$ cat config.mk
export PLATFORM = sky130hd
export DESIGN_NAME = secp_port
export DESIGN_NICKNAME = d
export VERILOG_FILES = /design/src/hw/secp_fifo.v /design/src/hw/secp_port.v
export VERILOG_INCLUDE_DIRS = /design/src /design/src/hw
export SDC_FILE = /design/constraint.sdc
export NUM_CORES = 1
export LEC_CHECK = 0
export ABC_AREA = 1
export ABC_CLOCK_PERIOD_IN_PS = 5400
export BUFFER_PORTS_ARGS = -buffer_cell sky130_fd_sc_hd__buf_2
export CORE_ASPECT_RATIO = 2
export CORE_MARGIN = 2
export CORE_UTILIZATION = 63
export DETAILED_ROUTE_END_ITERATION = 8
export PLACE_DENSITY_LB_ADDON = 0.12
export RECOVER_POWER = 25
export SYNTH_ARGS = -nofsm -noshare
export SYNTH_HDL_FRONTEND = slang
export SYNTH_SLANG_ARGS = --single-unit
$ cat constraint.sdc
create_clock -name core_clk -period 5.4 [get_ports core_clk]
set_input_delay 0 -clock core_clk [delete_from_list [all_inputs] [get_ports core_clk]]
set_output_delay 0 -clock core_clk [all_outputs]
set_load 0.02 [all_outputs]
$ cat src/hw/secp_defs.vh
// constants for the serial word memory command port
// assumes the includer uses core_clk at 250 mhz; no other context needed
`ifndef SECP_DEFS_VH
`define SECP_DEFS_VH
`define SECP_WORDS      64
`define SECP_ADDR_W     6
`define SECP_DATA_W     16
`define SECP_HDR_BITS   8
`define SECP_OP_READ    2'h2
`define SECP_OP_WRITE   2'h1
`define SECP_OP_ERASE   2'h3
`define SECP_OP_EXT     2'h0
`define SECP_EXT_EN     2'h3
`define SECP_EXT_ERASE_ALL 2'h2
`define SECP_EXT_WRITE_ALL 2'h1
`define SECP_EXT_DIS    2'h0
`define SECP_CLK_NS     4
`define SECP_PROG_MS    10
`define SECP_PROG_CYC   ((`SECP_PROG_MS * 1000000) / `SECP_CLK_NS)
`define SECP_FIFO_DEPTH 8
`endif

$ cat src/hw/secp_fifo.v
// small synchronous fifo with valid and ready on both sides
// assumes one clock and a synchronous active high reset
`timescale 1ns/1ps
module secp_fifo #(
  parameter WIDTH = 16,
  parameter DEPTH = 8,
  parameter AW    = 3
) (
  // clock and reset
  input  wire             core_clk,
  input  wire             reset,
  // fill side
  input  wire             in_valid,
  output wire             in_ready,
  input  wire [WIDTH-1:0] in_data,
  // drain side
  output wire             out_valid,
  input  wire             out_ready,
  output reg  [WIDTH-1:0] out_data
);
  reg [WIDTH-1:0] mem [0:DEPTH-1];
  reg [AW-1:0]    wr_ptr;
  reg [AW-1:0]    rd_ptr;
  reg [AW:0]      count;
  wire            do_wr;
  wire            do_rd;
  wire [AW-1:0]   head_idx;

  // honest full and empty from the occupancy count
  assign in_ready  = (count != DEPTH[AW:0]);
  assign out_valid = (count != {(AW+1){1'b0}});
  assign do_wr     = in_valid & in_ready;
  assign do_rd     = out_valid & out_ready;
  // slot that becomes the head after this edge
  assign head_idx  = do_rd ? rd_ptr + 1'b1 : rd_ptr;

  // storage and pointers
  always @(posedge core_clk)
  begin
    if (reset)
    begin
      wr_ptr <= {AW{1'b0}};
      rd_ptr <= {AW{1'b0}};
      count  <= {(AW+1){1'b0}};
    end
    else
    begin
      if (do_wr)
      begin
        mem[wr_ptr] <= in_data;
        wr_ptr      <= wr_ptr + 1'b1;
      end
      if (do_rd)
        rd_ptr <= rd_ptr + 1'b1;
      count <= count + {{AW{1'b0}}, do_wr} - {{AW{1'b0}}, do_rd};
    end
  end

  // registered head word; a push into the head slot bypasses the array,
  // otherwise the first word would lag its valid by one clock
  always @(posedge core_clk)
  begin
    if (reset)
      out_data <= {WIDTH{1'b0}};
    else if (do_wr && (wr_ptr == head_idx))
      out_data <= in_data;
    else
      out_data <= mem[head_idx];
  end
endmodule // secp_fifo

$ cat src/hw/secp_port.v
// serial word memory command port: decoder, array and self-timed programming
// assumes chip_select, serial_clock_in, serial_in are asynchronous pins
`timescale 1ns/1ps
`include "secp_defs.vh"
module secp_port #(
  parameter PROG_CYCLES = `SECP_PROG_CYC
) (
  // clock and reset
  input  wire core_clk,
  input  wire reset,
  // serial pins from the host
  input  wire chip_select,
  input  wire serial_clock_in,
  input  wire serial_in,
  // serial output pin
  output reg  serial_out,
  output reg  serial_out_en,
  // status
  output wire busy,
  output wire program_enabled
);
  // states, one-hot
  localparam ST_IDLE = 6'h01;
  localparam ST_HDR  = 6'h02;
  localparam ST_RD   = 6'h04;
  localparam ST_DATA = 6'h08;
  localparam ST_ARM  = 6'h10;
  localparam ST_WAIT = 6'h20;

  reg  [5:0]  state;
  reg  [1:0]  cs_s, lclk_s, sdat_s;
  reg         lclk_last;
  reg         cs_last;
  reg  [3:0]  bit_cnt;
  reg  [7:0]  hdr;
  reg  [15:0] wdata;
  reg  [16:0] out_sh;
  reg         prog_en;
  reg  [1:0]  kind;
  reg  [5:0]  addr;
  reg  [15:0] pat;
  reg  [31:0] prog_cnt;
  reg  [6:0]  sweep;
  reg         sweeping;
  reg  [15:0] sweep_pat;
  reg  [15:0] mem [0:`SECP_WORDS-1];
  wire        cs;
  wire        lclk_rise;
  wire        cs_fall;
  wire        cs_rise;
  wire        sdat;
  wire        f_valid;
  wire        f_ready;
  wire        f_in_ready;
  wire [23:0] f_data;
  reg         f_push;
  reg  [23:0] f_word;

  // kind codes for a pending program job
  localparam K_ONE = 2'h0;
  localparam K_ALL = 2'h1;

  // extended opcode decode, used for header and action
  function [1:0] ext_of;
    input [7:0] h;
    begin
      ext_of = h[5:4];
    end
  endfunction

  // two-flop synchronisers on every pin
  always @(posedge core_clk)
  begin
    if (reset)
    begin
      cs_s    <= 2'h0;
      lclk_s    <= 2'h0;
      sdat_s    <= 2'h0;
      lclk_last <= 1'b0;
      cs_last <= 1'b0;
    end
    else
    begin
      cs_s    <= {cs_s[0], chip_select};
      lclk_s    <= {lclk_s[0], serial_clock_in};
      sdat_s    <= {sdat_s[0], serial_in};
      lclk_last <= lclk_s[1];
      cs_last <= cs_s[1];
    end
  end

  assign cs      = cs_s[1];
  assign sdat      = sdat_s[1];
  assign lclk_rise = lclk_s[1] & ~lclk_last & cs;
  assign cs_fall = cs_last & ~cs;
  assign cs_rise = cs & ~cs_last;

  // program jobs pass through a small queue; a job that arrives while it is full is dropped
  secp_fifo #(.WIDTH(24), .DEPTH(`SECP_FIFO_DEPTH), .AW(3)) u_jobs (
    .core_clk  (core_clk),
    .reset     (reset),
    .in_valid  (f_push),
    .in_ready  (f_in_ready),
    .in_data   (f_word),
    .out_valid (f_valid),
    .out_ready (f_ready),
    .out_data  (f_data)
  );

  // the programmer accepts a job only when idle, so back-pressure is real
  assign f_ready         = ~sweeping & (prog_cnt == 32'h0);
  assign busy            = sweeping | (prog_cnt != 32'h0) | f_valid;
  assign program_enabled = prog_en;

  // command sequencer
  always @(posedge core_clk)
  begin
    if (reset)
    begin
      state   <= ST_IDLE;
      bit_cnt <= 4'h0;
      hdr     <= 8'h00;
      wdata   <= 16'h0000;
      out_sh  <= 17'h1ffff;
      prog_en <= 1'b0;
      kind    <= K_ONE;
      addr    <= 6'h00;
      pat     <= 16'h0000;
      f_push  <= 1'b0;
      f_word  <= 24'h000000;
    end
    else
    begin
      f_push <= 1'b0;
      case (state)
        ST_IDLE:
        begin
          // skip leading zeros, one starts decoding
          if (lclk_rise && sdat)
          begin
            state   <= ST_HDR;
            bit_cnt <= 4'h0;
          end
        end
        ST_HDR:
        begin
          if (lclk_rise)
          begin
            hdr     <= {hdr[6:0], sdat};
            bit_cnt <= bit_cnt + 4'h1;
            if (bit_cnt == 4'h7)
            begin
              bit_cnt <= 4'h0;
              addr    <= {hdr[4:0], sdat};
              case (hdr[6:5])
                `SECP_OP_READ:
                begin
                  // load word behind a dummy zero
                  out_sh <= {1'b0, mem[{hdr[4:0], sdat}]};
                  state  <= ST_RD;
                end
                `SECP_OP_WRITE:
                begin
                  kind  <= K_ONE;
                  state <= ST_DATA;
                end
                `SECP_OP_ERASE:
                begin
                  // erase is a write of all ones
                  kind  <= K_ONE;
                  pat   <= 16'hffff;
                  state <= ST_ARM;
                end
                default:
                begin
                  case (ext_of({hdr[6:0], sdat}))
                    `SECP_EXT_EN:
                    begin
                      prog_en <= 1'b1;
                      state   <= ST_WAIT;
                    end
                    `SECP_EXT_ERASE_ALL:
                    begin
                      kind  <= K_ALL;
                      pat   <= 16'hffff;
                      state <= ST_ARM;
                    end
                    `SECP_EXT_WRITE_ALL:
                    begin
                      kind  <= K_ALL;
                      state <= ST_DATA;
                    end
                    default:
                    begin
                      prog_en <= 1'b0;
                      state   <= ST_WAIT;
                    end
                  endcase
                end
              endcase
            end
          end
        end
        ST_RD:
        begin
          // shift only on a rising serial clock
          if (lclk_rise)
            out_sh <= {out_sh[15:0], 1'b1};
        end
        ST_DATA:
        begin
          if (lclk_rise)
          begin
            wdata   <= {wdata[14:0], sdat};
            bit_cnt <= bit_cnt + 4'h1;
            if (bit_cnt == 4'hf)
            begin
              // data stored directly, no erase needed
              pat   <= {wdata[14:0], sdat};
              state <= ST_ARM;
            end
          end
        end
        ST_ARM:
        begin
          // falling chip select starts the cycle
          if (cs_fall)
          begin
            f_push <= prog_en & f_in_ready;
            f_word <= {kind, addr, pat};
          end
        end
        default:
          state <= ST_WAIT;
      endcase
      // any chip select low ends the frame; a new one needs a fresh rise
      if (!cs)
        state <= (state == ST_IDLE || state == ST_WAIT) ? ST_IDLE : ST_IDLE;
    end
  end

  // self-timed programming cycle, whole-array jobs sweep one word per clock
  always @(posedge core_clk)
  begin
    if (reset)
    begin
      prog_cnt <= 32'h0;
      sweep    <= 7'h00;
      sweeping <= 1'b0;
      sweep_pat <= 16'h0000;
    end
    else if (f_valid && f_ready)
    begin
      prog_cnt <= PROG_CYCLES;
      // write_all covers the whole array
      // the queue head moves on after the pop, so the pattern is kept here
      if (f_data[23:22] == K_ALL)
      begin
        sweeping  <= 1'b1;
        sweep     <= 7'h00;
        sweep_pat <= f_data[15:0];
      end
      else
        mem[f_data[21:16]] <= f_data[15:0];
    end
    else
    begin
      if (prog_cnt != 32'h0)
        prog_cnt <= prog_cnt - 32'h1;
      if (sweeping)
      begin
        mem[sweep[5:0]] <= sweep_pat;
        sweep           <= sweep + 7'h01;
        if (sweep == 7'h3f)
          sweeping <= 1'b0;
      end
    end
  end

  // output pin: read data, else ready/busy status while selected
  always @(posedge core_clk)
  begin
    if (reset)
    begin
      serial_out    <= 1'b0;
      serial_out_en <= 1'b0;
    end
    else
    begin
      serial_out_en <= cs & (state == ST_RD || state == ST_IDLE);
      // read data follows the shifter, updated on rising edges only
      if (state == ST_RD)
        serial_out <= out_sh[16];
      // status low while busy, high when ready
      else if (cs_rise || state == ST_IDLE)
        serial_out <= ~busy;
    end
  end
endmodule // secp_port

==> results.json, run 1 <==
{
  "area_growth_pct": 9.63,
  "cts_root_buf": "clkbuf_16",
  "worst_ep_required_time_ns": 5.98,
  "hpwl_um": 85100,
  "routed_wl_um": 145000,
  "rsz0062_at_grt": "false",
  "grt_busiest_layer": "met2",
  "initial_core_util_pct": 63.5,
  "die_x_um": 216,
  "most-common-layout-cells": "edfxtp_1, nor2_1, nand2_1",
  "drcViolationCount": 0,
  "status": "finished with violations",
  "violations": "max-capacitance violations, max-slew violations",
  "critical_path_buf_inv_count": 4,
  "postRouteAntennaNets": 0,
  "drt-initial-drc-count": 3579,
  "finalSetupViolCount": 0,
  "wire_per_inst_um": 23.6,
  "gr-usage-met3_pct": 4.30,
  "fillers": 6325,
  "antenna_found_initial": 2,
  "avgSynthCellArea_um2": 11.5,
  "met2_usage_pct": 57.2,
  "io_buffer_count": 8,
  "gp_congestion": 0.896,
  "vias": 38100,
  "netlist_instances": 4919,
  "cp_top_family": "buffers and inverters",
  "power.density_mw_per_mm2": 353,
  "slew_viol_final": 735,
  "path_cells": "dlygate4sd3_1, clkbuf_1, clkbuf_1, nor2_1, inv_1, nor2_1",
  "synth.distinct_cells": 52,
  "timing.final.crit_share_pct": 84.2,
  "criticalPathCategory": "in2reg",
  "ys_warn_count": 0,
  "htreeDepth": 3,
  "worstSkewPairLatency_ns": 0.76,
  "tritoncts": "yes",
  "yosysSeqAreaShare_pct": 71.1,
  "syn_nets": 4945,
  "grt_overflow": 0,
  "crit_path_max_incr_delay_ns": 2.33,
  "cp.arrival_ns": 5.12,
  "grt_use_met1_pct": 35.3,
  "drive_above_1_share_pct": 8.06,
  "layout_min_cycle_time_ns": 4.55,
  "die-area_mm2": 0.0923,
  "postPlaceCellArea_mm2": 0.0581,
  "coreArea_mm2": 0.0890,
  "tightest_slew_ns": 3.16,
  "fin_nets": 4910,
  "cts_buffers": 114,
  "clock_sinks": 1404,
  "clockBufferDepth": 3,
  "path_clk_slew_ns": 0.07,
  "max_cap_violations": 16,
  "cts_resized": 0,
  "synthesis.area_mm2": 0.0565,
  "fin_skew_ns": 0.0534,
  "worst_setup_path_start_kind": "primary input",
  "worst_slew_margin_rel_pct": -111,
  "leakagePower_nw": 22.0,
  "p_total_mw": 21.9,
  "cp_max_fo": 49,
  "fp.dieH_um": 428,
  "layout_commonest_cell": "edfxtp_1",
  "finalSetupTns_ns": 0,
  "placementRows": 155,
  "grt_pass1_wl_um": 217000,
  "hold_violations": 0,
  "firstDrtPassIters": 6,
  "slowest_stage": "clkbuf_1",
  "viasPerCell": 6.18,
  "min_path_type": "in2reg",
  "grt_max_degree": 143,
  "ys_ff_latch": 1404,
  "ioPinCount": 9,
  "fin_area_mm2": 0.0620,
  "crit_path_end_kind": "flip-flop",
  "grt_pass1_vias": 37500,
  "max_freq_ghz": 0.220,
  "grtUsageTotal_pct": 31.5,
  "ir_drop_mv": 0.449
}
-- cell families after synthesis --
| group | Yosys count | synth area share, % |
|---|---|---|
| compound gates | 1094 | 10.5 |
| xor+xnor | 16 | 0.248 |
| fa+ha+maj | 21 | 0.478 |
| buf+inv | 492 | 3.65 |
| flops | 1404 | 71.1 |
| mux | 1 | 0.0199 |
| simple gates | 1891 | 13.9 |
-- where the power goes --
part           total [mW]  internal (mW)  switching [mW]
combinational        1.41          0.439           0.971
clock                8.63           4.81            3.82
sequential           11.8           11.7           0.119
-- routing by layer --
layer / up-vias / wire [um]
met2: 1639 / 76000
met4: 2 / 9020
met1: 18600 / 50200
met5: - / 11
met3: 412 / 10100
li1: 17500 / -
-- Yosys cell counts, drive strengths merged --
| cell type | n | area (um^2) |
|---|---|---|
| edfxtp | 1208 | 36300 |
| nor2 | 804 | 3110 |
| nand2 | 684 | 2620 |
| o21ai | 658 | 3290 |
| nand3 | 326 | 1670 |
| o22ai | 257 | 1610 |
| clkbuf | 196 | 737 |
| dfxtp | 196 | 3920 |
| inv | 177 | 664 |
| a21oi | 129 | 646 |
| buf | 114 | 639 |
| nand4 | 52 | 340 |
| ha | 20 | 250 |
| a211oi | 17 | 128 |
| a221oi | 14 | 123 |
| nor3 | 12 | 65.1 |
| a31oi | 9 | 56.3 |
| xnor2 | 8 | 70.1 |
| xor2 | 8 | 70.1 |
| or2 | 7 | 43.8 |
| clkinv | 5 | 23.8 |
| o211ai | 3 | 22.5 |
| o31ai | 3 | 36.3 |
| nor4 | 2 | 12.5 |
| a31o | 1 | 8.76 |
| a32o | 1 | 10.0 |
| and3 | 1 | 6.26 |
| fa | 1 | 20.0 |
| mux2 | 1 | 11.3 |
| nand3b | 1 | 7.51 |
| nor3b | 1 | 7.51 |
| o21bai | 1 | 7.51 |
| o221a | 1 | 11.3 |
| or3 | 1 | 6.26 |
-- registers in the layout, summed over array words and instances, names as in the netlist, 16 cells and up --
name,count
pat,16
prog_cnt,32
u_jobs.mem,184
out_sh,17
u_jobs.out_data,23
mem,1024
sweep_pat,16
f_word,23
-- worst paths after layout --
| kind | from | to | slack [ns] | cells past startpoint |
|---|---|---|---|---|
| worst min-delay path | serial_clock_in | lclk_s[0] | 0.06 | 4 |
| worst max register to register | prog_cnt[5] | u_jobs.out_data[10] | 1.22 | 14 |
| worst min register to register | sdat_s[0] | sdat_s[1] | 0.40 | 2 |
| worst max-delay path | reset | serial_out_en | 0.85 | 6 |
-- through the flow --
step           setup WS [ns]  util [%]  std cells  hold slack [ns]
2_1_floorplan           1.10         -       4919            0.107
3_3_place_gp            1.48      65.3       5940            0.209
3_5_place_dp            1.43      65.3       5940            0.211
4_1_cts                 1.38      69.7       6162           0.0306
5_1_grt                0.788      69.6       6162           0.0928
6_report               0.854      69.6       6164           0.0648
-- cell type report --
class                   instances  area [um^2]  share of cell area (%)
well taps                    1177         1470                    2.38
flip-flops and latches       1404        40200                    64.9
clock inverters                68          764                    1.23
inverters                     182          703                    1.13
diodes                          2         5.00                 0.00808
repair buffers                159         1250                    2.02
multi-input cells            3023        14400                    23.2
clock buffers                 149         3150                    5.09
-- worst reg2reg max path, cell delays in order, from the launching register on --
cell	delay, ns
dfxtp_1	0.34
nor2_1	0.21
nand2_1	0.18
nor2_2	0.13
nand2_2	0.10
nor2_8	0.21
nand4_1	0.12
nand2_1	1.02
clkinv_4	0.60
nand2_2	0.23
nand2_4	0.23
nand3_4	0.42
nand2_1	0.16
nor2_2	0.12
nor2_2	0.04
-- repair_timing --
| item | 4_1_cts | 5_1_grt |
|---|---|---|
| setup endpoints to repair | 0 | 0 |
| endpoints found under the hold margin | 22 | 0 |
| hold buffers | 5 | 0 |
| setup buffers | 0 | 0 |
Note: power is estimated with default switching activity, not from simulation.
==> inputs of run 2 (changes only) <==
- ABC_CLOCK_PERIOD_IN_PS: 5400 -> 4100
- CORE_UTILIZATION: 63 -> 57
- clock period: 5.4 -> 4.1 ns (I/O delays scaled with it)
==> results.json, run 2 (same netlist as run 1, synthesis figures left out) <==
{
  "pre_cts_ws_ns": 0.797,
  "postPlaceCellArea_mm2": 0.0585,
  "r2r-end": "mem[56][9]",
  "violations": "max-capacitance violations, max-slew violations",
  "final_cells": 6333,
  "leakagePower_nw": 22.2,
  "timing.final.crit_share_pct": 91.1,
  "p_total_mw": 29.2,
  "tightest_slew_ns": 2.66,
  "ff2ff_setup_slack_ns": 0.53,
  "reg.largest.list": "mem: 1024 flops, u_jobs.mem: 184 flops, prog_cnt: 32 flops",
  "power.density_mw_per_mm2": 467,
  "max_freq_ghz": 0.268,
  "clock_sinks": 1404,
  "hold_slack_ns": 0.422,
  "fin_area_mm2": 0.0626,
  "fp.dieH_um": 449,
  "firstDrtPassIters": 5,
  "grt_max_degree": 122,
  "layout_min_cycle_time_ns": 3.73,
  "viasPerCell": 6.04,
  "layout_commonest_cell": "edfxtp_1",
  "slowest_stage": "clkbuf_1",
  "timing.final.ws_setup_ns": 0.366,
  "largest_reg_flops": 1024,
  "fin_util_pct": 63.6,
  "placementRows": 163,
  "grt_pass1_vias": 38000,
  "die_x_um": 227,
  "top_register": "mem",
  "dpl.cell_count": 6099,
  "routed_wl_um": 154000,
  "worst_slew_margin_rel_pct": -77.4,
  "worst_ep_required_time_ns": 4.41,
  "grt_pass1_wl_um": 230000,
  "drcViolationCount": 0,
  "gp_congestion": 0.896,
  "slew_viol_final": 139,
  "grtUsageTotal_pct": 30.5,
  "vias": 38200,
  "tritoncts": "yes",
  "cts_root_buf": "clkbuf_16",
  "wire_per_inst_um": 24.3,
  "area_growth_pct": 10.8,
  "worstSkewPairLatency_ns": 0.77,
  "crit_top_cell": "clkbuf_1",
  "cts.hold.buffers_added": 10,
  "antenna_found_initial": 3,
  "hold_violations": 0,
  "crit_path_end_kind": "flip-flop",
  "htreeDepth": 3,
  "max_cap_violations": 4,
  "cts_setup_buffers": 0,
  "most-common-layout-cells": "edfxtp_1, nor2_1, nand2_1",
  "drt-initial-drc-count": 3629,
  "die-area_mm2": 0.102,
  "cp_max_fo": 28,
  "status": "finished with violations",
  "criticalPathCategory": "in2reg",
  "initial_core_util_pct": 57.4,
  "r2r_cells": 5,
  "io_buffer_count": 8,
  "grt_overflow": 0,
  "postRouteAntennaNets": 0,
  "cp.arrival_ns": 4.04,
  "clockBufferDepth": 3,
  "holdPathStages": 2,
  "ioPinCount": 9,
  "fin_nets": 4933,
  "crit_path_max_incr_delay_ns": 1.30,
  "rsz0062_at_grt": "false",
  "cts_resized": 0,
  "hpwl_um": 94100,
  "path_clk_slew_ns": 0.07,
  "cts_buffers": 116,
  "worstReg2RegStart": "sweeping",
  "path_cells": "dlygate4sd3_1, clkbuf_1, clkbuf_1, inv_2, nand3_1, nor2_1, clkbuf_2",
  "coreArea_mm2": 0.0985,
  "ir_drop_mv": 0.473,
  "fin_skew_ns": 0.0498,
  "hold_path_end": "sdat_s[1]",
  "min_from": "sdat_s[0]",
  "worst_setup_path_start_kind": "primary input",
  "drive_above_1_share_pct": 8.70,
  "finalSetupTns_ns": 0,
  "finalSetupViolCount": 0,
  "min_path_type": "reg2reg"
}
==> run 2: power breakdown <==
part | leakage, nW | switching, mW | internal, mW
Combinational | 7.10 | 1.27 | 0.588
Clock | 1.98 | 5.28 | 6.52
Sequential | 13.1 | 0.146 | 15.4
==> run 2: routing by layer <==
metal  share of wire (%)  global-route usage, %
met1                  35                   34.4
met2                  53                   54.3
met3                 5.5                   4.15
met4                 6.3                   18.2
met5                   0                      0
==> run 2: worst max-delay path by stage <==
| stage | slack (ns) | start | depth (start not counted) | end |
|---|---|---|---|---|
| global placement | 0.91 | sweeping | 7 | mem[20][8] |
| detailed placement | 0.80 | sweeping | 7 | mem[20][5] |
| finish | 0.37 | reset | 7 | u_jobs.mem[2][6] |
| CTS | 0.81 | sweeping | 7 | mem[20][15] |
| global route | 0.28 | reset | 7 | u_jobs.mem[2][6] |
| floorplan | -0.20 | sweeping | 6 | mem[0][0] |
==> run 2: critical path: cells and delay by family <==
kind,cells,cell delay [ns]
buffers and inverters,5,3.49
and+or+nand+nor,2,0.49
==> run 2: layout make-up <==
| class | count | area, um^2 |
|---|---|---|
| clock buffer | 147 | 3140 |
| sequential | 1404 | 40200 |
| tap | 1320 | 1650 |
| inverter | 182 | 703 |
| timing repair buffer | 180 | 1530 |
| fill | 7705 | 35900 |
| clock inverter | 74 | 973 |
| multi-input combinational | 3023 | 14400 |
| antenna | 3 | 7.51 |
